==> src/inc/i2c_status_pkg.sv <==
// Shared offsets, bit positions and codes for the two-wire status block.
// Assumes a 32-bit AXI4-Lite register bus; all offsets are byte addresses.
package i2c_status_pkg;
   localparam logic [7:0] OFF_RAW_STATUS  = 8'h30;
   localparam logic [7:0] OFF_MASKED      = 8'h34;
   localparam logic [7:0] OFF_MASK        = 8'h38;
   localparam logic [7:0] OFF_CLEAR       = 8'h3c;
   localparam logic [7:0] OFF_MASTER_CMD  = 8'h40;
   localparam logic [7:0] OFF_TRANS_STAT  = 8'h44;
   localparam int BIT_MASTER_DONE         = 19;
   localparam int BIT_ARB_LOST            = 24;
   localparam int BIT_BUS_ERROR           = 25;
   localparam int BIT_DONE_NO_STOP        = 28;
   localparam int BIT_CMD_STOP            = 0;
   localparam int BIT_CMD_READ            = 1;
   localparam logic [31:0] STATUS_USED    = 32'h1308_0000;
   localparam logic [31:0] RESET_ZERO     = 32'h0000_0000;
   localparam logic [3:0] TAG_NONE        = 4'h0;
   localparam logic [3:0] TAG_ARB_LOST    = 4'h1;
   localparam logic [3:0] TAG_BUS_ERROR   = 4'h2;
   localparam logic [1:0] RESP_OKAY       = 2'h0;
   localparam logic [1:0] RESP_SLVERR     = 2'h2;
   typedef enum logic [3:0]
   {
      ST_IDLE    = 4'h1,
      ST_ACTIVE  = 4'h2,
      ST_HELD    = 4'h4,
      ST_WAITSTP = 4'h8
   } master_state_t;
endpackage

==> src/design/sticky_flag.sv <==
// One sticky status bit: hardware set wins over software clear.
// Assumes single clock, active-low asynchronous reset.
`timescale 1ns/1ns
module sticky_flag
(
   // Clock and reset
   input  wire logic i_clk_sys,
   input  wire logic i_rstn,
   // Control
   input  wire logic i_set,
   input  wire logic i_clr,
   // State
   output logic      o_flag
);
   always_ff @(posedge i_clk_sys or negedge i_rstn)
   begin
      if (!i_rstn)
         o_flag <= 1'b0;
      else if (i_set)
         o_flag <= 1'b1;
      else if (i_clr)
         o_flag <= 1'b0;
   end
endmodule

==> src/design/i2c_status.sv <==
// Interrupt status, error and held-bus logic of a two-wire bus controller.
// Assumes bus condition events arrive synchronous to i_clk_sys as pulses
// from the line engine; AXI4-Lite slave, one transaction per channel.
//
// The implementer's own choice: the AXI4-Lite register port.
`timescale 1ns/1ns
module i2c_status
   import i2c_status_pkg::*;
(
   // Clock and reset
   input  wire logic        i_clk_sys,
   input  wire logic        i_rstn,
   // AXI4-Lite write
   input  wire logic [7:0]  i_awaddr,
   input  wire logic        i_awvalid,
   output logic             o_awready,
   input  wire logic [31:0] i_wdata,
   input  wire logic [3:0]  i_wstrb,
   input  wire logic        i_wvalid,
   output logic             o_wready,
   output logic [1:0]       o_bresp,
   output logic             o_bvalid,
   input  wire logic        i_bready,
   // AXI4-Lite read
   input  wire logic [7:0]  i_araddr,
   input  wire logic        i_arvalid,
   output logic             o_arready,
   output logic [31:0]      o_rdata,
   output logic [1:0]       o_rresp,
   output logic             o_rvalid,
   input  wire logic        i_rready,
   // Line engine events
   input  wire logic        i_start_seen,
   input  wire logic        i_stop_seen,
   input  wire logic        i_xfer_end,
   input  wire logic        i_arb_lost,
   input  wire logic        i_slave_wr_req,
   input  wire logic        i_slave_rd_req,
   // Line engine control
   output logic             o_xfer_go,
   output logic             o_xfer_read,
   output logic             o_send_stop,
   output logic             o_scl_hold_low,
   output logic             o_abort_master,
   output logic             o_slave_wr_req,
   output logic             o_slave_rd_req,
   // Interrupt
   output logic             o_irq
);
   master_state_t state_reg;
   logic [31:0]   mask_reg;
   logic [31:0]   cmd_reg;
   logic [3:0]    tag_reg;
   logic          retry_reg;
   logic [7:0]    aw_addr_reg;
   logic          aw_full_reg;
   logic [31:0]   w_data_reg;
   logic [3:0]    w_strb_reg;
   logic          w_full_reg;
   logic          wr_fire;
   logic [31:0]   clr_bits;
   logic [31:0]   raw_status;
   logic          set_bus_error_flag;
   logic          set_nostop;
   logic          set_done;
   logic          set_arb;
   logic          f_done;
   logic          f_arb;
   logic          f_bus_error_flag;
   logic          f_nostop;
   logic          cmd_write;
   logic          in_xfer;

   assign in_xfer = (state_reg == ST_ACTIVE);

   // Write channel: address and data taken in either order
   assign o_awready = !aw_full_reg && !o_bvalid;
   assign o_wready  = !w_full_reg && !o_bvalid;
   assign wr_fire   = aw_full_reg && w_full_reg && !o_bvalid;

   always_ff @(posedge i_clk_sys or negedge i_rstn)
   begin
      if (!i_rstn)
      begin
         aw_full_reg <= 1'b0;
         aw_addr_reg <= 8'h00;
      end
      else if (i_awvalid && o_awready)
      begin
         aw_full_reg <= 1'b1;
         aw_addr_reg <= i_awaddr;
      end
      else if (wr_fire)
         aw_full_reg <= 1'b0;
   end

   always_ff @(posedge i_clk_sys or negedge i_rstn)
   begin
      if (!i_rstn)
      begin
         w_full_reg <= 1'b0;
         w_data_reg <= RESET_ZERO;
         w_strb_reg <= 4'h0;
      end
      else if (i_wvalid && o_wready)
      begin
         w_full_reg <= 1'b1;
         w_data_reg <= i_wdata;
         w_strb_reg <= i_wstrb;
      end
      else if (wr_fire)
         w_full_reg <= 1'b0;
   end

   always_ff @(posedge i_clk_sys or negedge i_rstn)
   begin
      if (!i_rstn)
      begin
         o_bvalid <= 1'b0;
         o_bresp  <= RESP_OKAY;
      end
      else if (wr_fire)
      begin
         o_bvalid <= 1'b1;
         o_bresp  <= (aw_addr_reg == OFF_MASK || aw_addr_reg == OFF_CLEAR
                      || aw_addr_reg == OFF_MASTER_CMD) ? RESP_OKAY
                                                        : RESP_SLVERR;
      end
      else if (i_bready)
         o_bvalid <= 1'b0;
   end

   // Clear register: only fully strobed bytes count
   always_comb
   begin
      clr_bits = RESET_ZERO;
      if (wr_fire && aw_addr_reg == OFF_CLEAR)
         for (int b = 0; b < 4; b++)
            if (w_strb_reg[b])
               clr_bits[b*8 +: 8] = w_data_reg[b*8 +: 8];
   end

   always_ff @(posedge i_clk_sys or negedge i_rstn)
   begin
      if (!i_rstn)
         mask_reg <= RESET_ZERO;
      else if (wr_fire && aw_addr_reg == OFF_MASK)
         for (int b = 0; b < 4; b++)
            if (w_strb_reg[b])
               mask_reg[b*8 +: 8] <= w_data_reg[b*8 +: 8]
                                     & STATUS_USED[b*8 +: 8];
   end

   // Commands are ignored while any completion flag awaits acknowledgment
   assign cmd_write = wr_fire && aw_addr_reg == OFF_MASTER_CMD
                      && state_reg == ST_IDLE
                      && !f_nostop && !f_done;

   always_ff @(posedge i_clk_sys or negedge i_rstn)
   begin
      if (!i_rstn)
         cmd_reg <= RESET_ZERO;
      else if (cmd_write)
         cmd_reg <= w_data_reg;
   end

   // Event sources
   assign set_bus_error_flag   = in_xfer && (i_start_seen || i_stop_seen);
   assign set_arb    = in_xfer && i_arb_lost;
   assign set_done   = in_xfer && i_xfer_end && cmd_reg[BIT_CMD_STOP];
   assign set_nostop = in_xfer && i_xfer_end && !cmd_reg[BIT_CMD_STOP];
   sticky_flag u_done (.i_clk_sys (i_clk_sys), .i_rstn (i_rstn),
      .i_set (set_done), .i_clr (clr_bits[BIT_MASTER_DONE]),
      .o_flag (f_done));
   sticky_flag u_arb (.i_clk_sys (i_clk_sys), .i_rstn (i_rstn),
      .i_set (set_arb), .i_clr (clr_bits[BIT_ARB_LOST]),
      .o_flag (f_arb));
   sticky_flag u_bus_error_flag (.i_clk_sys (i_clk_sys), .i_rstn (i_rstn),
      .i_set (set_bus_error_flag), .i_clr (clr_bits[BIT_BUS_ERROR]),
      .o_flag (f_bus_error_flag));
   sticky_flag u_nostop (.i_clk_sys (i_clk_sys), .i_rstn (i_rstn),
      .i_set (set_nostop), .i_clr (clr_bits[BIT_DONE_NO_STOP]),
      .o_flag (f_nostop));

   always_comb
   begin
      raw_status = RESET_ZERO;
      raw_status[BIT_MASTER_DONE]  = f_done;
      raw_status[BIT_ARB_LOST]     = f_arb;
      raw_status[BIT_BUS_ERROR]    = f_bus_error_flag;
      raw_status[BIT_DONE_NO_STOP] = f_nostop;
   end

   assign o_irq = |(raw_status & mask_reg);

   // Error tag: last error_tag_a wins, cleared on a new command
   always_ff @(posedge i_clk_sys or negedge i_rstn)
   begin
      if (!i_rstn)
         tag_reg <= TAG_NONE;
      else if (set_bus_error_flag)
         tag_reg <= TAG_BUS_ERROR;
      else if (set_arb)
         tag_reg <= TAG_ARB_LOST;
      else if (cmd_write)
         tag_reg <= TAG_NONE;
   end

   // Master sequencer
   always_ff @(posedge i_clk_sys or negedge i_rstn)
   begin
      if (!i_rstn)
      begin
         state_reg <= ST_IDLE;
         retry_reg <= 1'b0;
      end
      else
         case (state_reg)
            ST_IDLE:
               if (cmd_write)
                  state_reg <= ST_ACTIVE;
            ST_ACTIVE:
               if (set_bus_error_flag)
                  state_reg <= ST_IDLE;
               else if (set_arb)
               begin
                  state_reg <= ST_WAITSTP;
                  retry_reg <= 1'b1;
               end
               else if (set_nostop)
                  state_reg <= ST_HELD;
               else if (i_xfer_end)
                  state_reg <= ST_IDLE;
            ST_HELD:
               if (!f_nostop)
                  state_reg <= ST_IDLE;
            ST_WAITSTP:
               if (i_stop_seen)
               begin
                  state_reg <= ST_ACTIVE;
                  retry_reg <= 1'b0;
               end
            default:
               state_reg <= ST_IDLE;
         endcase
   end

   assign o_xfer_go      = in_xfer;
   assign o_xfer_read    = cmd_reg[BIT_CMD_READ];
   assign o_send_stop    = in_xfer && cmd_reg[BIT_CMD_STOP];
   assign o_abort_master = (state_reg == ST_WAITSTP);
   assign o_scl_hold_low = f_nostop;
   assign o_slave_wr_req = i_slave_wr_req && !f_nostop;
   assign o_slave_rd_req = i_slave_rd_req && !f_nostop;

   // Read channel, one-cycle answer
   assign o_arready = !o_rvalid;

   always_ff @(posedge i_clk_sys or negedge i_rstn)
   begin
      if (!i_rstn)
      begin
         o_rvalid <= 1'b0;
         o_rdata  <= RESET_ZERO;
         o_rresp  <= RESP_OKAY;
      end
      else if (i_arvalid && o_arready)
      begin
         o_rvalid <= 1'b1;
         o_rresp  <= RESP_OKAY;
         case (i_araddr)
            OFF_RAW_STATUS: o_rdata <= raw_status;
            OFF_MASKED:     o_rdata <= raw_status & mask_reg;
            OFF_MASK:       o_rdata <= mask_reg;
            OFF_CLEAR:      o_rdata <= RESET_ZERO;
            OFF_MASTER_CMD: o_rdata <= cmd_reg;
            OFF_TRANS_STAT: o_rdata <= {26'h0, retry_reg, 1'b0, tag_reg};
            default:
            begin
               o_rdata <= RESET_ZERO;
               o_rresp <= RESP_SLVERR;
            end
         endcase
      end
      else if (i_rready)
         o_rvalid <= 1'b0;
   end
endmodule

==> config.mk <==
export PLATFORM = sky130hd
export DESIGN_NAME = i2c_status
export DESIGN_NICKNAME = d
export VERILOG_FILES = /design/src/inc/i2c_status_pkg.sv /design/src/design/sticky_flag.sv /design/src/design/i2c_status.sv
export SDC_FILE = /design/constraint.sdc
export NUM_CORES = 1
export LEC_CHECK = 0
export BUFFER_PORTS_ARGS = -buffer_cell sky130_fd_sc_hd__buf_2
export CAP_MARGIN = 20
export CORE_UTILIZATION = 40
export DETAILED_ROUTE_END_ITERATION = 12
export PLACE_DENSITY_LB_ADDON = 0.12
export SYNTH_ARGS = -nofsm -noshare
export SYNTH_HDL_FRONTEND = slang
export SYNTH_SLANG_ARGS = --single-unit
export TNS_END_PERCENT = 50
==> constraint.sdc <==
create_clock -name i_clk_sys -period 1.79 [get_ports i_clk_sys]
set_input_delay 0.2685 -clock i_clk_sys [delete_from_list [all_inputs] [get_ports i_clk_sys]]
set_output_delay 0.2685 -clock i_clk_sys [all_outputs]
set_load 0.02 [all_outputs]
==> results of run 1 <==
## critical path, stage by stage (launching register included)
cell       delay, ns
dfrtp_2         0.39
or4b_4          0.53
nor4_4          0.18
and2b_2         0.24
buf_6           0.14
clkbuf_16       0.16
mux2_4          0.29
## worst max-delay path by stage
| stage | end | slack, ns | cells past startpoint |
|---|---|---|---|
| global route | cmd_reg[17] | -0.33 | 6 |
| floorplan | cmd_reg[10] | -0.22 | 6 |
| CTS | cmd_reg[30] | -0.25 | 6 |
| global placement | cmd_reg[18] | -0.22 | 5 |
| detailed placement | cmd_reg[15] | -0.26 | 5 |
| finish | cmd_reg[17] | -0.26 | 6 |
## Yosys cell counts, types with 2 or more instances
master	number
and2_1	2
buf_4	3
mux2i_1	3
and3b_1	5
nand2_1	74
clkbuf_1	10
nor2_1	8
dfrtp_1	126
a21oi_1	3
o21ai_0	33
mux2_4	28
or3_1	2
a31oi_1	5
buf_12	3
a22o_1	6
inv_1	3
nor4_2	2
nor2b_1	7
o21ai_1	4
nand3_1	6
or4b_1	2
buf_1	5
mux2_2	51
nor3_1	4
nand4_1	2
a22oi_1	2
nand2b_1	6
o41ai_1	2
nand3b_1	2
## timing repair
item	CTS	global route
endpoints found under the hold margin	25	0
cloned	2	1
gates resized for setup	13	4
buffers inserted	3	0
hold buffers	1	0
pin swaps	1	1
setup endpoints to repair	41	42
## power by group through the flow
stage | Clock [mW] | Sequential (mW) | Combinational (mW)
floorplan | 0 | 4.00 | 1.29
global placement | 0 | 4.02 | 2.02
detailed placement | 0 | 4.05 | 2.08
CTS | 3.69 | 4.02 | 2.16
global route | 3.80 | 4.10 | 2.35
finish | 3.61 | 4.02 | 2.15
## cell families after synthesis
group | count (synthesis)
simple gates | 131
xor+xnor | 1
compound gates | 65
mux | 82
other cells | 1
buf+inv | 26
flops | 127
## final cells by class
class	count	area, um^2	share of cell area
multi-input combinational	281	2172	0.3021
timing repair buffer	149	991.0	0.1378
clock inverter	6	130.1	0.01810
sequential	127	3181	0.4423
inverter	3	11.26	0.001566
clock buffer	25	485.5	0.06751
tap	176	220.2	0.03062
## per-stage QoR
stage / utilization / worst slack [ns] / power, mW / instances / setup TNS (ns)
2_1_floorplan: - / -0.2206 / 5.292 / 434 / -7.916
6_report: 0.5430 / -0.2606 / 9.775 / 767 / -7.405
3_3_place_gp: 0.4817 / -0.2179 / 6.048 / 729 / -6.817
4_1_cts: 0.5396 / -0.2518 / 9.862 / 766 / -6.897
5_1_grt: 0.5430 / -0.3278 / 10.25 / 767 / -10.16
3_5_place_dp: 0.4817 / -0.2621 / 6.131 / 729 / -8.376
## routing by layer
| layer | part of all wire | routed length, um |
|---|---|---|
| met3 | 0.050 | 621 |
| met1 | 0.46 | 5669 |
| met5 | 0.0025 | 31 |
| met2 | 0.48 | 5982 |
| met4 | 0.011 | 142 |
==> flow_metrics.py, run 1 <==
metrics = {
    "pwr": {
        "share_seq_of_total_power": 0.411,
        "p_sw_frac": 0.2628,
        "vdd_drop_max_v": 0.0006823,
        "pwr-share-clk": 0.369,
        "p_comb_frac": 0.220,
        "p_int_mw": 7.207,
        "cellPowerDensity_nw_per_um2": 1359,
        "leakage_nw": 3.434,
        "power.switching_mw": 2.569,
    },
    "worst_setup_path": {
        "arrival_ns": 2.34,
        "r2r-start": "u_nostop.o_flag",
        "timing.rr.end": "cmd_reg[17]",
        "rrSetupSlack_ns": -0.26,
        "rr_worst_depth": 6,
        "critPathLaunch": "u_nostop.o_flag",
        "start_kind": "flop",
        "critPathKind": "reg2reg",
        "endpoint_kind": "flop",
        "cp_max_fo": 6,
        "worst-endpoint-required_ns": 2.08,
    },
    "placement": {
        "place_hpwl_um": 8450,
        "place_area_um2": 6379,
        "gp_congestion": 0.7605,
        "portBuffers": 109,
    },
    "global_routing": {
        "grt.total_usage": 0.1878,
        "grt_pass1_wl_um": 20120,
        "grt_overflow": 0,
        "grt_max_degree": 47,
        "grt_pass1_vias": 3911,
        "grt_busiest_layer": "met2",
        "use_met3": 0.06371,
        "use_met2": 0.3012,
        "grt.met1_usage": 0.2384,
        "antenna_found_initial": 2,
    },
    "floorplanning": {
        "ios": 114,
        "die_w_um": 118.7,
        "die_area_um2": 14100,
        "core_area_um2": 13240,
        "fp.dieH_um": 118.7,
        "num_rows": 42,
        "initial_core_util": 0.4117,
    },
    "cts": {
        "h-tree-depth": 4,
        "root_buffer": "clkbuf_16",
        "cts_tree": "yes",
        "cts_made_buffers": 17,
        "clock_path_buffers": 2,
        "cts_sinks": 127,
        "insertion_delay_ns": 0.41,
        "cts.clk_slew.worst_paths_ns": 0.05,
    },
    "synth": {
        "ys_warn_count": 0,
        "synth_compound_area_frac": 0.07367,
        "synth_ff_type": "dfrtp_1",
        "ys_ff_latch": 127,
        "synthXorXnorAreaFrac": 0.001607,
        "synthTopCellsByArea": "dfrtp_1, mux2_2, mux2_4",
        "seq_area_frac_synth": 0.5832,
        "avgSynthCellArea_um2": 12.59,
        "yosys.area_share.simple": 0.1207,
        "synth_top_cell_area_share": 0.5784,
        "yosysTopAreaCell": "dfrtp_1",
        "synth_fa_ha_area_frac": 0,
        "synthesis.area_um2": 5451,
        "synth_mux_area_frac": 0.1880,
        "synth_top_family_by_area": "multiplexers",
        "synth_edf_count": 0,
        "syn_inst": 433,
        "ys_types": 53,
        "synthArstFlopShare": 1.000,
    },
    "finish": {
        "final_area_um2": 7191,
        "layout_common_cells": "dfrtp_1, buf_2, nand2_1, mux2_2, o21ai_0",
        "nFillCells": 1188,
        "syn_to_final_growth_pct": 31.90,
        "drive_above_1_share": 0.4569,
        "fin_nets": 644,
        "final_common_cell": "dfrtp_1",
        "n_antenna_cell": 0,
    },
    "worst_hold_path": {
        "hold_path_end": "o_bvalid",
        "whs_path_depth": 2,
        "hold_start": "i_bready",
        "min_path_type": "in2reg",
    },
    "route": {
        "drcViolationCount": 0,
        "ant_nets": 0,
        "routedWlPerCell_um": 16.23,
        "viasPerCell": 5.025,
        "vias": 3854,
        "dr.pass1.iters": 4,
        "drt_iter0_markers": 197,
        "totalWireLength_um": 12450,
    },
    "sta": {
        "fin_crit_ns": 2.051,
        "fmax_ghz": 0.4877,
        "hold_viol_final": 0,
        "rsz0062_at_grt": "true",
        "fin_crit_sh": 1.146,
        "worst_pin_slew_ns": 0.5499,
        "fin_skew_ns": 0.008062,
        "slew-limit-headroom": 0.6323,
        "slew_violations": 0,
        "setup_viol": 34,
        "finalWorstSetupSlack_ns": -0.2606,
        "hold_ws_ns": 0.04201,
    },
    "job": {
        "max_cap_viol_count": 0,
    },
    "outcome": {
        "status": "complete, but fails checks",
        "violations": "negative setup slack",
    },
}
No activity file was read; power rests on OpenSTA's default activity.
==> run 2: changes to the inputs <==
Settings changed: BUFFER_PORTS_ARGS -buffer_cell sky130_fd_sc_hd__buf_2 to -buffer_cell sky130_fd_sc_hd__buf_4, CTS_CLUSTER_SIZE from default to 14.
==> run 2 against run 1 <==
The run still ends with negative setup slack left. Hold slack lost 0.0056 ns. Critical endpoint is now cmd_reg[27]. Total power shrank 4.2%. Non-clock buffer count shrank 1. Sequential cell count is the same. Combinational power grew 4%.
==> flow_metrics.py, run 2 (synthesis gave the netlist of run 1 again) <==
metrics = {
    "outcome": {
        "status": "complete, but fails checks",
        "violations": "negative setup slack",
    },
    "global_routing": {
        "grt_overflow": 0,
        "grt_pass1_wl_um": 20030,
        "grt_pass1_vias": 3898,
        "grt.total_usage": 0.1857,
        "antenna_found_initial": 0,
        "grt_max_degree": 54,
    },
    "sta": {
        "finalWorstSetupSlack_ns": -0.2545,
        "hold_viol_final": 0,
        "worst_pin_slew_ns": 0.5208,
        "hold_ws_ns": 0.03646,
        "rsz0062_at_grt": "true",
        "fin_skew_ns": 0.01033,
        "slew-limit-headroom": 0.6517,
        "slew_violations": 0,
        "fmax_ghz": 0.4891,
        "fin_crit_ns": 2.044,
        "setup_tns_ns": -6.903,
        "setup_viol": 38,
        "fin_crit_sh": 1.142,
    },
    "route": {
        "totalWireLength_um": 12150,
        "routedWlPerCell_um": 15.86,
        "drt_iter0_markers": 236,
        "vias": 3836,
        "drcViolationCount": 0,
        "viasPerCell": 5.008,
        "ant_nets": 0,
        "dr.pass1.iters": 4,
    },
    "worst_hold_path": {
        "whs_path_depth": 2,
        "hold_start": "i_bready",
        "hold_path_end": "o_bvalid",
        "min_path_type": "in2reg",
    },
    "finish": {
        "n_antenna_cell": 0,
        "syn_to_final_growth_pct": 36.10,
        "drive_above_1_share": 0.4644,
        "layout_common_cells": "buf_4, dfrtp_1, nand2_1, mux2_2, mux2_4",
        "fin_nets": 643,
        "fin_cells": 766,
        "fin_util": 0.5603,
        "final_common_cell": "buf_4",
    },
    "cts": {
        "cts_made_buffers": 17,
        "root_buffer": "clkbuf_16",
        "insertion_delay_ns": 0.42,
        "cts_tree": "yes",
        "h-tree-depth": 4,
        "clock_path_buffers": 2,
        "cts.clk_slew.worst_paths_ns": 0.06,
        "cts_sinks": 127,
    },
    "worst_setup_path": {
        "arrival_ns": 2.34,
        "cp_max_fo": 4,
        "timing.rr.end": "cmd_reg[27]",
        "r2r-start": "u_nostop.o_flag",
        "endpoint_kind": "flop",
        "critPathKind": "reg2reg",
        "start_kind": "flop",
        "rr_worst_depth": 6,
        "worst-endpoint-required_ns": 2.08,
        "rrSetupSlack_ns": -0.25,
    },
    "floorplanning": {
        "ios": 114,
        "fp.dieH_um": 118.7,
        "initial_core_util": 0.4117,
        "die_w_um": 118.7,
        "core_area_um2": 13240,
        "die_area_um2": 14100,
        "num_rows": 42,
    },
    "placement": {
        "gp_congestion": 0.7522,
        "portBuffers": 109,
        "place_hpwl_um": 8231,
        "dp.cells": 726,
    },
    "job": {
        "max_cap_viol_count": 0,
    },
    "pwr": {
        "vdd_drop_max_v": 0.0007450,
        "cellPowerDensity_nw_per_um2": 1262,
        "leakage_nw": 3.466,
    },
}
run 2: cell types whose count changed in the layout (fill, tap and decap cells not counted), moves of 2 or more:
cell       change
buf_2        -106
buf_4        +103
bufinv_16      -4
clkbuf_1       -2
clkbuf_8       +2
clkinv_2       +3
mux2_2         -6
mux2_4         +6
run 2: per-layer routing:
metal / wire (um) / up-vias / share of wire / GRT usage
met4: 134 / 0 / 0.011 / 0.06250
li1: - / 1821 / - / -
met2: 5775 / 79 / 0.48 / 0.2876
met3: 691 / 15 / 0.057 / 0.07143
met1: 5546 / 1921 / 0.46 / 0.2377
met5: 0 / - / 0 / 0
run 2: cell type report:
cell class,instances,area [um^2]
fillers,1156,5823
flip-flops and latches,127,3181
multi-input cells,281,2207
repair buffers,148,1262
clock buffers,25,505.5
well taps,176,220.2
clock inverters,6,32.53
inverters,3,11.26
run 2: power by group:
part / switching (mW) / total [mW] / internal, mW
sequential: 0.426 / 4.01 / 3.59
clock: 1.18 / 3.11 / 1.93
combinational: 0.959 / 2.24 / 1.28
run 2: how the worst max path moves through the flow:
stage / start / end / slack, ns / cells past startpoint
final: u_nostop.o_flag / cmd_reg[27] / -0.25 / 6
after CTS: u_nostop.o_flag / cmd_reg[27] / -0.24 / 6
after floorplan: u_nostop.o_flag / cmd_reg[10] / -0.22 / 6
after global routing: u_done.o_flag / cmd_reg[10] / -0.33 / 6
after global placement: aw_addr_reg[3] / cmd_reg[0] / -0.22 / 5
after detailed placement: aw_addr_reg[3] / cmd_reg[1] / -0.25 / 5
run 2: metrics by stage:
step,area (um^2),total power [mW],setup slack (ns)
3_5_place_dp,6651,6.201,-0.2478
2_1_floorplan,5465,5.292,-0.2206
5_1_grt,7420,9.869,-0.3321
3_3_place_gp,6651,6.133,-0.2202
6_report,7420,9.361,-0.2545
4_1_cts,7310,9.433,-0.2382
run 2: timing repair:
action / 4_1_cts / 5_1_grt
gates cloned: 1 / 2
pin swaps: 1 / 6
endpoints found under the setup margin: 40 / 42
resized for setup: 12 / 13
hold buffers: 1 / 0
endpoints found under the hold margin: 26 / 0
setup buffers: 4 / 1
run 2: critical path, stage by stage (launching register included):
cell	delay (ns)
dfrtp_2	0.40
or4b_4	0.53
nor4_4	0.16
and2b_2	0.25
buf_6	0.14
clkbuf_16	0.15
mux2_4	0.29
